[src/rtl/dpw_map.vh]
/*
 register offsets, field positions, reset values and timing counts
 for the dual pin waveform output block; included by every rtl file except the square wave generator
*/
`ifndef DPW_MAP_VH
`define DPW_MAP_VH

// ----------------------------------------------------------------
// register byte offsets
// ----------------------------------------------------------------
`define DPW_REG_CTRL     12'h000
`define DPW_REG_PERIOD   12'h004
`define DPW_REG_DUTY0    12'h008
`define DPW_REG_DUTY1    12'h00c
`define DPW_REG_SQHALF0  12'h010
`define DPW_REG_SQHALF1  12'h014
`define DPW_REG_STATUS   12'h018
`define DPW_REG_COUNT    12'h01c

// ----------------------------------------------------------------
// control fields: per pin function select and enable
// ----------------------------------------------------------------
`define DPW_CTRL_EN0     0
`define DPW_CTRL_FN0     1
`define DPW_CTRL_EN1     2
`define DPW_CTRL_FN1     3
`define DPW_FN_PWM       1'b0
`define DPW_FN_SQUARE    1'b1

// ----------------------------------------------------------------
// reset values and timing
// ----------------------------------------------------------------
`define DPW_CTRL_RST     4'h0
`define DPW_PERIOD_RST   32'h0000_03e8
`define DPW_DUTY_RST     32'h0000_0000
`define DPW_SQHALF_RST   32'h0000_0000
`define DPW_REF_HZ       20000000
`define DPW_TICK_HZ      1000000
`define DPW_TICK_DIV     (`DPW_REF_HZ / `DPW_TICK_HZ)

`endif

[src/rtl/dpw_tick_gen.v]
/*
 makes a one-cycle tick at the timer rate from ref_clk;
 assumes ref_clk is a whole multiple of the tick rate
*/
`include "dpw_map.vh"

module dpw_tick_gen
#(
    parameter DIV = `DPW_TICK_DIV
)
(
    input  wire ref_clk,
    input  wire nrst,
    output wire tick
);

    reg  [7:0] cnt_ff;
    wire [7:0] nxt_cnt;

    assign tick    = (cnt_ff == DIV[7:0] - 8'h01);
    assign nxt_cnt = tick ? 8'h00 : cnt_ff + 8'h01;

    always @(posedge ref_clk or negedge nrst)
    begin
        if (!nrst)
            cnt_ff <= 8'h00;
        else
            cnt_ff <= nxt_cnt;
    end

endmodule

[src/rtl/dpw_square_gen.v]
/*
 square wave output of equal mark and space at half period counts
 of ref_clk; half count zero holds the output low (0 hz)
*/
module dpw_square_gen
(
    input  wire        ref_clk,
    input  wire        nrst,
    input  wire        enable,
    input  wire [31:0] half_cnt,
    output wire        wave
);

    reg  [31:0] cnt_ff;
    reg         wave_ff;
    wire        run;
    wire        flip;

    // fastest setting is half count 1 -> ref_clk / 2; 5 mhz needs 2 at
    // 20 mhz, so the top of the range is bounded by the clock rate
    assign run  = enable && (half_cnt != 32'h0000_0000);
    assign flip = run && (cnt_ff >= half_cnt - 32'h0000_0001);
    assign wave = wave_ff;

    always @(posedge ref_clk or negedge nrst)
    begin
        if (!nrst)
        begin
            cnt_ff  <= 32'h0000_0000;
            wave_ff <= 1'b0;
        end
        else if (!run)
        begin
            cnt_ff  <= 32'h0000_0000;
            wave_ff <= 1'b0;
        end
        else if (flip)
        begin
            cnt_ff  <= 32'h0000_0000;
            wave_ff <= ~wave_ff;
        end
        else
            cnt_ff  <= cnt_ff + 32'h0000_0001;
    end

endmodule

[src/rtl/dpw_core.v]
/*
 two pin pwm / square wave output block with apb register slave.
 assumes an apb master on ref_clk and 32-bit aligned word access.
*/
// The placing of the registers and register access over APB were left to the implementer.
`include "dpw_map.vh"

module dpw_core
(
    input  wire        ref_clk,
    input  wire        nrst,
    input  wire        psel,
    input  wire        penable,
    input  wire        pwrite,
    input  wire [11:0] paddr,
    input  wire [31:0] pwdata,
    output wire [31:0] prdata,
    output wire        pready,
    output wire        pslverr,
    output wire [1:0]  general_pin
);

    // ----------------------------------------------------------------
    // registers
    // ----------------------------------------------------------------
    reg  [3:0]  ctrl_ff;
    reg  [31:0] period_ff;
    reg  [31:0] duty0_ff;
    reg  [31:0] duty1_ff;
    reg  [31:0] sqhalf0_ff;
    reg  [31:0] sqhalf1_ff;
    reg  [31:0] prdata_ff;
    reg  [31:0] nxt_prdata;
    reg         hit;
    reg  [31:0] cnt_ff;
    reg  [1:0]  pwm_ff;
    reg  [1:0]  pin_ff;
    reg  [31:0] nxt_cnt;
    reg  [1:0]  nxt_pwm;
    reg  [1:0]  nxt_pin;
    wire        tick;
    wire [1:0]  sq_wave;
    wire        wr_en;
    wire        rd_en;
    wire [31:0] per_eff;

    // ----------------------------------------------------------------
    // decode shared by both pins
    // ----------------------------------------------------------------
    function is_square;
        input en;
        input fn;
        begin
            is_square = en && (fn == `DPW_FN_SQUARE);
        end
    endfunction

    // ----------------------------------------------------------------
    // apb slave: zero wait, unmapped or misaligned gives pslverr
    // ----------------------------------------------------------------
    assign pready  = 1'b1;
    assign pslverr = psel && penable && !hit;
    assign wr_en   = psel && penable && pwrite && hit;
    assign rd_en   = psel && !penable && !pwrite;
    assign prdata  = prdata_ff;

    always @*
    begin
        hit        = 1'b1;
        nxt_prdata = 32'h0000_0000;
        case (paddr)
            `DPW_REG_CTRL:    nxt_prdata = {28'h0000000, ctrl_ff};
            `DPW_REG_PERIOD:  nxt_prdata = period_ff;
            `DPW_REG_DUTY0:   nxt_prdata = duty0_ff;
            `DPW_REG_DUTY1:   nxt_prdata = duty1_ff;
            `DPW_REG_SQHALF0: nxt_prdata = sqhalf0_ff;
            `DPW_REG_SQHALF1: nxt_prdata = sqhalf1_ff;
            `DPW_REG_STATUS:  nxt_prdata = {30'h00000000, pin_ff};
            `DPW_REG_COUNT:   nxt_prdata = cnt_ff;
            default:          hit = 1'b0;
        endcase
    end

    always @(posedge ref_clk or negedge nrst)
    begin
        if (!nrst)
        begin
            ctrl_ff    <= `DPW_CTRL_RST;
            period_ff  <= `DPW_PERIOD_RST;
            duty0_ff   <= `DPW_DUTY_RST;
            duty1_ff   <= `DPW_DUTY_RST;
            sqhalf0_ff <= `DPW_SQHALF_RST;
            sqhalf1_ff <= `DPW_SQHALF_RST;
            prdata_ff  <= 32'h0000_0000;
        end
        else
        begin
            // read data captured in setup so it is stable in access
            if (rd_en)
                prdata_ff <= nxt_prdata;
            if (wr_en)
            begin
                case (paddr)
                    `DPW_REG_CTRL:    ctrl_ff    <= pwdata[3:0];
                    `DPW_REG_PERIOD:  period_ff  <= pwdata;
                    `DPW_REG_DUTY0:   duty0_ff   <= pwdata;
                    `DPW_REG_DUTY1:   duty1_ff   <= pwdata;
                    `DPW_REG_SQHALF0: sqhalf0_ff <= pwdata;
                    `DPW_REG_SQHALF1: sqhalf1_ff <= pwdata;
                    default:          ctrl_ff    <= ctrl_ff;
                endcase
            end
        end
    end

    // ----------------------------------------------------------------
    // 1 mhz timer base
    // ----------------------------------------------------------------
    dpw_tick_gen u_tick
    (
        .ref_clk (ref_clk),
        .nrst    (nrst),
        .tick    (tick)
    );

    // ----------------------------------------------------------------
    // shared period counter and per pin compare
    // ----------------------------------------------------------------
    // a period below 1 is clamped to 1: the counter cannot beat the tick
    assign per_eff = (period_ff == 32'h0000_0000) ? 32'h0000_0001
                                                  : period_ff;

    always @*
    begin
        nxt_cnt = cnt_ff;
        if (tick)
            nxt_cnt = (cnt_ff >= per_eff - 32'h0000_0001)
                      ? 32'h0000_0000
                      : cnt_ff + 32'h0000_0001;
        // duty >= period stays high, duty 0 never high
        nxt_pwm[0] = (cnt_ff < duty0_ff);
        nxt_pwm[1] = (cnt_ff < duty1_ff);
    end

    always @(posedge ref_clk or negedge nrst)
    begin
        if (!nrst)
        begin
            cnt_ff <= 32'h0000_0000;
            pwm_ff <= 2'b00;
        end
        else
        begin
            cnt_ff <= nxt_cnt;
            pwm_ff <= nxt_pwm;
        end
    end

    // ----------------------------------------------------------------
    // square wave sources
    // ----------------------------------------------------------------
    dpw_square_gen u_sq0
    (
        .ref_clk  (ref_clk),
        .nrst     (nrst),
        .enable   (is_square(ctrl_ff[`DPW_CTRL_EN0],
                             ctrl_ff[`DPW_CTRL_FN0])),
        .half_cnt (sqhalf0_ff),
        .wave     (sq_wave[0])
    );

    dpw_square_gen u_sq1
    (
        .ref_clk  (ref_clk),
        .nrst     (nrst),
        .enable   (is_square(ctrl_ff[`DPW_CTRL_EN1],
                             ctrl_ff[`DPW_CTRL_FN1])),
        .half_cnt (sqhalf1_ff),
        .wave     (sq_wave[1])
    );

    // ----------------------------------------------------------------
    // pin function select
    // ----------------------------------------------------------------
    always @*
    begin
        nxt_pin[0] = 1'b0;
        nxt_pin[1] = 1'b0;
        if (ctrl_ff[`DPW_CTRL_EN0])
            nxt_pin[0] = (ctrl_ff[`DPW_CTRL_FN0] == `DPW_FN_SQUARE)
                         ? sq_wave[0] : pwm_ff[0];
        if (ctrl_ff[`DPW_CTRL_EN1])
            nxt_pin[1] = (ctrl_ff[`DPW_CTRL_FN1] == `DPW_FN_SQUARE)
                         ? sq_wave[1] : pwm_ff[1];
    end

    always @(posedge ref_clk or negedge nrst)
    begin
        if (!nrst)
            pin_ff <= 2'b00;
        else
            pin_ff <= nxt_pin;
    end

    assign general_pin = pin_ff;

endmodule

[config.mk]
export PLATFORM = sky130hd
export DESIGN_NAME = dpw_core
export DESIGN_NICKNAME = d
export VERILOG_FILES = /design/src/rtl/dpw_tick_gen.v /design/src/rtl/dpw_square_gen.v /design/src/rtl/dpw_core.v
export VERILOG_INCLUDE_DIRS = /design/src /design/src/rtl
export SDC_FILE = /design/constraint.sdc
export NUM_CORES = 1
export LEC_CHECK = 0
export ABC_AREA = 1
export BUFFER_PORTS_ARGS = -buffer_cell sky130_fd_sc_hd__buf_2
export CAP_MARGIN = 25
export CORE_MARGIN = 2
export CORE_UTILIZATION = 45
export DETAILED_ROUTE_END_ITERATION = 16
export GPL_TIMING_DRIVEN = 0
export PLACE_DENSITY = 0.6
export SLEW_MARGIN = 5
export SYNTH_ARGS = -nofsm -noshare
export SYNTH_HDL_FRONTEND = slang
export SYNTH_HIERARCHICAL = 1
export SYNTH_SLANG_ARGS = --single-unit
[constraint.sdc]
create_clock -name ref_clk -period 3.26 [get_ports ref_clk]
set_input_delay 0.163 -clock ref_clk [delete_from_list [all_inputs] [get_ports ref_clk]]
set_output_delay 0.163 -clock ref_clk [all_outputs]
set_load 0.02 [all_outputs]
## Word-level counts from Yosys, hierarchy flattened

Cells that the tools add are included.

| operators by class | value |
|---|---|
| add/subtract/negate cells | 7 |
| order comparisons | 5 |
| equality and inequality tests | 10 |
| muxes and demuxes | 17 |
| bitwise operators | 2 |
| reductions and logical operators | 26 |

Operator list:

| cell | count |
|---|---|
| $pmux 32 s8 | 1 |
| $mux 32 | 6 |
| $add 32x1->32 const B | 3 |
| $ge 32x32->1 | 3 |
| $sub 32x1->32 const B | 3 |
| $lt 32x32->1 | 2 |
| $reduce_bool 32->1 | 2 |
| $eq 12x5->1 const B | 4 |
| $logic_not 32->1 | 1 |
| $eq 12x4->1 const B | 2 |
| $eq 12x3->1 const B | 1 |
| $logic_and 1x1->1 | 12 |
| $logic_not 12->1 | 1 |
| $reduce_and 2->1 | 6 |
| $mux 1 | 9 |
| $add 8x1->8 const B | 1 |
| $eq 8x5->1 const B | 1 |
| $mux 8 | 1 |
| $reduce_or 8->1 | 1 |
| $ne 2x2->1 const B | 2 |
| $logic_not 1->1 | 3 |
| $not 1->1 | 2 |

| storage, ports and cells | value |
|---|---|
| register bits after elaboration | 306 |
| input bits | 49 |
| output and inout bits | 36 |
| logic and storage cells | 82 |

## Longest topological paths before layout

| depth | value |
|---|---|
| depth after elaboration | 5 |
| mapped depth | 24 |
| mapped depth without buffers | 23 |

## Modules after synthesis

The synthesis kept the hierarchy.

By module, submodules not included:

| module | times used | cells an instance | area each (sq um) | sequential area each (sq um) |
|---|---|---|---|---|
| dpw_core | 1 | 2163 | 15157.0 | 5813.1 |
| dpw_square_gen (u_sq0) | 1 | 491 | 3353.2 | 825.8 |
| dpw_square_gen (u_sq1) | 1 | 488 | 3325.7 | 825.8 |
| dpw_tick_gen | 1 | 50 | 404.1 | 200.2 |

## Worst setup path after synthesis

Ideal clock, no wire load.

| timing path | value |
|---|---|
| kind | reg2reg |
| start point | register period_ff[5] |
| end point | register cnt_ff[10] (netlist name) |
| setup time | 0.078 ns |
| data arrival time | 3.419 ns |
| required time | 3.182 ns |
| slack | -0.236 ns |
| stages on the path, launching flop included | 23 |
| path buffers | 1 |
| clock period less this slack | 3.496 ns |
| path through | dfstp_2 > inv_1 > nand3_1 > nor2_1 > nand4_1 > nand2_1 > inv_1 > ha_1 > nand2_1 > nor3_1 > nand4_1 > nor2_1 > nand3_1 > xor2_1 > ha_1 > nand2_1 > nor2_1 > nand2_1 > inv_1 > a21oi_1 > nand2_1 > buf_2 > a21oi_1 |

RTL lines:

| item | line | RTL |
|---|---|---|
| start: declaration | dpw_core.v:27 | `reg [31:0] period_ff;` |
| start signal: assignment | dpw_core.v:89 | `` period_ff <= `DPW_PERIOD_RST; `` |
| start signal: assignment | dpw_core.v:105 | `` `DPW_REG_PERIOD: period_ff <= pwdata; `` |

==> impl_metrics.json <==
{
  "status": "finished, violations left",
  "violations": "negative setup slack",
  "cp_slowest_cell": "dfstp_2",
  "seq_area_frac_synth": 0.345,
  "numCtsBuffers": 38,
  "endpoint": "cnt_ff[6]$_DFFE_PN0P_",
  "wl_per_cell_um": 19.0,
  "startpoint": "period_ff[3]$_DFFE_PN1P_",
  "skew_ns": 0.0227,
  "slew-limit-headroom": 0.508,
  "comb_power_share": 0.034,
  "r2r_end": "cnt_ff[6]$_DFFE_PN0P_",
  "fillers": 4803,
  "grt_antenna_before_repair": 0,
  "routabilityCongestion": 0.998,
  "viasPerCell": 5.35,
  "fmax_mhz": 299,
  "yosys-top-cells-area": "dfrtp_1 34%, nand2_1 17%, ha_1 9.3%",
  "num_rows": 81,
  "clkTransAtPathRegs_ns": 0.06,
  "timing.final.crit_share": 1.02,
  "first_global_vias": 21700,
  "first_iter_violations": 1855,
  "synth_top_area_share": 0.338,
  "seqPwrFrac": 0.437,
  "avgSynthCellArea_um2": 6.97,
  "cts.sinks": 306,
  "ant_nets": 0,
  "tns_ns": -1.52,
  "yosys_warnings": 6,
  "syn2layout_area_growth_pct": 16.7,
  "timing.reg2reg.setup_slack_ns": -0.08,
  "cp_slowest_stage_delay_ns": 0.57,
  "wl_um": 77500,
  "cpMostUsedCell": "nand2_2",
  "p_leak_nw": 13.6,
  "clock_latency_ns": 0.57,
  "min_path_type": "input pin to asynchronous set/reset pin",
  "cp_cell_sequence": "nor2_4, nand3_2, nor2_2, nand4_1, nand2_2, inv_2, ha_4, nand2_4, nor3_4, nand4_1, nor2_2, buf_4, xor2_1, ha_1, nand2_2, o21a_1, nand2_2, a21oi_4, nand2_4, buf_8, a21oi_2",
  "coreArea_um2": 48800,
  "ys_top_cells_by_count": "1020 x nand2_1, 499 x nor2_1, 371 x inv_1",
  "nets": 3603,
  "cts_buffer_depth": 3,
  "drc": 0,
  "drive_gt1_frac": 0.127,
  "syn_area_um2": 22200,
  "synthesis.nets": 3406,
  "worst_pin_slew_ns": 0.738,
  "crit_family": "simple AND/OR/NAND/NOR gates",
  "ios": 85,
  "ys.flop_type": "dfrtp_1",
  "end_kind": "register",
  "dp_hpwl_um": 60600,
  "grt_pass1_wl_um": 120000,
  "drv_cap": 0,
  "crit_fanout": 6,
  "place_inst": 3943,
  "crit_buf_inv": 3,
  "dieHeight_um": 226,
  "worstPathArrival_ns": 3.81,
  "rsz0062_at_grt": "yes",
  "pwr-share-clk": 0.529,
  "first_pass_iters": 6,
  "setup_ws_ns": -0.0795,
  "grt-ovfl-total": 0,
  "r2r-start": "period_ff[3]$_DFFE_PN1P_",
  "crit_type": "register to register",
  "ff_latch_area_um2": 7680,
  "synth_edf_count": 0,
  "synth.most_common_cell": "nand2_1",
  "finalHoldViolCount": 0,
  "cts_root_buf": "clkbuf_16",
  "grt_max_degree": 96,
  "multiInputGateArea_um2": 13000,
  "htreeDepth": 2,
  "synthCells": 3192,
  "grt_use_total": 0.307,
  "die_w_um": 226,
  "ff2ff_path_depth": 21,
  "finalSetupViolations": 31,
  "start_util": 0.455,
  "final_util": 0.531,
  "slew_violations": 0,
  "yosys.area.top_type": "dfrtp_1",
  "synthArstFlopShare": 1.00,
  "path_depth": 21,
  "internal_power_mw": 6.74,
  "tritoncts": "yes",
  "fp.dieArea_um2": 51200,
  "finalCriticalPeriod_ns": 3.34,
  "fin_cells": 4084,
  "netSwitchingPower_mw": 1.96,
  "ir_worst_vdd_mv": 0.410,
  "start_kind": "register",
  "crit_required_ns": 3.73,
  "sw_frac_of_total": 0.225,
  "vias": 21900,
  "synth.distinct_cells": 46,
  "ys_ff_latch": 306,
  "cellPowerDensity_nw_per_um2": 335,
  "port_buffers": 83
}
-- layout by cell type, fill, tap and decap left out, drive strengths merged, types with 26 or more instances in the layout --
cell type | Yosys | routed
xor2 | 90 | 90
nand4 | 174 | 174
nor3 | 94 | 94
nor2 | 526 | 526
inv | 380 | 380
xnor2 | 54 | 54
dlygate4sd3 | 0 | 35
buf | 63 | 184
clkbuf | 30 | 87
dfrtp | 300 | 300
o21ai | 26 | 26
ha | 165 | 165
a21oi | 93 | 93
nand2 | 1029 | 1029
mux2 | 32 | 32
nand3 | 96 | 96
-- metal layers --
| metal | vias to the layer above | GRT usage | share of wire |
|---|---|---|---|
| met5 | - | 0 | 0 |
| met4 | 0 | 0.178 | 0.062 |
| met3 | 235 | 0.0430 | 0.064 |
| met2 | 775 | 0.502 | 0.46 |
| met1 | 10300 | 0.388 | 0.41 |
| li1 | 10500 | - | - |
-- power by group through the flow --
stage | combinational, mW | clock, mW | sequential [mW]
2_1_floorplan | 0.0483 | 0 | 3.87
3_3_place_gp | 0.244 | 0 | 3.87
3_5_place_dp | 0.261 | 0 | 3.87
4_1_cts | 0.293 | 4.68 | 3.80
5_1_grt | 0.315 | 4.84 | 3.80
6_report | 0.297 | 4.60 | 3.80
-- layout make-up --
type	count	area share
repair buffers	157	0.0450
well taps	664	0.0320
clock buffers	56	0.0448
flip-flops and latches	306	0.296
multi-input cells	2413	0.501
plain buffers	93	0.0188
clock inverters	14	0.00771
inverters	380	0.0550
diodes	1	0.0000964
-- through the flow --
stage               setup WS, ns  area (um2)  power, mW  hold WS, ns
floorplan                -0.0230       22300       3.92       -0.133
global placement           -3.81       23500       4.11        0.464
detailed placement        -0.894       23600       4.13        0.129
CTS                      -0.0719       25700       8.77        0.119
global route              -0.248       26000       8.95        0.155
finish                   -0.0795       26000       8.70        0.137
-- worst min-delay path by stage --
| stage | start | end | slack (ns) | cells past startpoint |
|---|---|---|---|---|
| 2_1_floorplan | nrst | cnt_ff[0]$_DFFE_PN0P_ | -0.13 | 0 |
| 3_3_place_gp | prdata[12]$_DFFE_PN0P_ | prdata[12]$_DFFE_PN0P_ | 0.46 | 2 |
| 3_5_place_dp | nrst | u_sq0/cnt_ff[6]$_DFF_PN0_ | 0.13 | 1 |
| 4_1_cts | paddr[3] | duty1_ff[0]$_DFFE_PN0P_ | 0.12 | 5 |
| 5_1_grt | paddr[3] | duty1_ff[0]$_DFFE_PN0P_ | 0.16 | 5 |
| 6_report | nrst | u_sq0/cnt_ff[6]$_DFF_PN0_ | 0.14 | 2 |
-- what timing repair did --
action / in CTS / in global routing
pin swaps: 22 / 22
cloned: 1 / 1
endpoints found under the setup margin: 32 / 95
buffers inserted: 20 / 13
hold buffers: 35 / 0
endpoints found under the hold margin: 211 / 0
resized for setup: 62 / 50
-- logic make-up after synthesis --
kind of cell / synth area share
and+or+nand+nor: 0.372
muxes: 0.0162
DFF: 0.345
xor gates and xnor gates: 0.0567
other: 0.000169
AOI/OAI and AO/OA: 0.0326
buffers and inverters: 0.0853
adders and majority gates: 0.0928
-- worst reg2reg max path, stage by stage, from the launching register on --
cell and delay, ns:
dfstp_2 0.57, nor2_4 0.04, nand3_2 0.09, nor2_2 0.05, nand4_1 0.11, nand2_2 0.08
inv_2 0.08, ha_4 0.15, nand2_4 0.08, nor3_4 0.16, nand4_1 0.19, nor2_2 0.17
buf_4 0.14, xor2_1 0.15, ha_1 0.25, nand2_2 0.10, o21a_1 0.15, nand2_2 0.07
a21oi_4 0.18, nand2_4 0.13, buf_8 0.17, a21oi_2 0.12
Note: power is estimated with default switching activity, not from simulation.
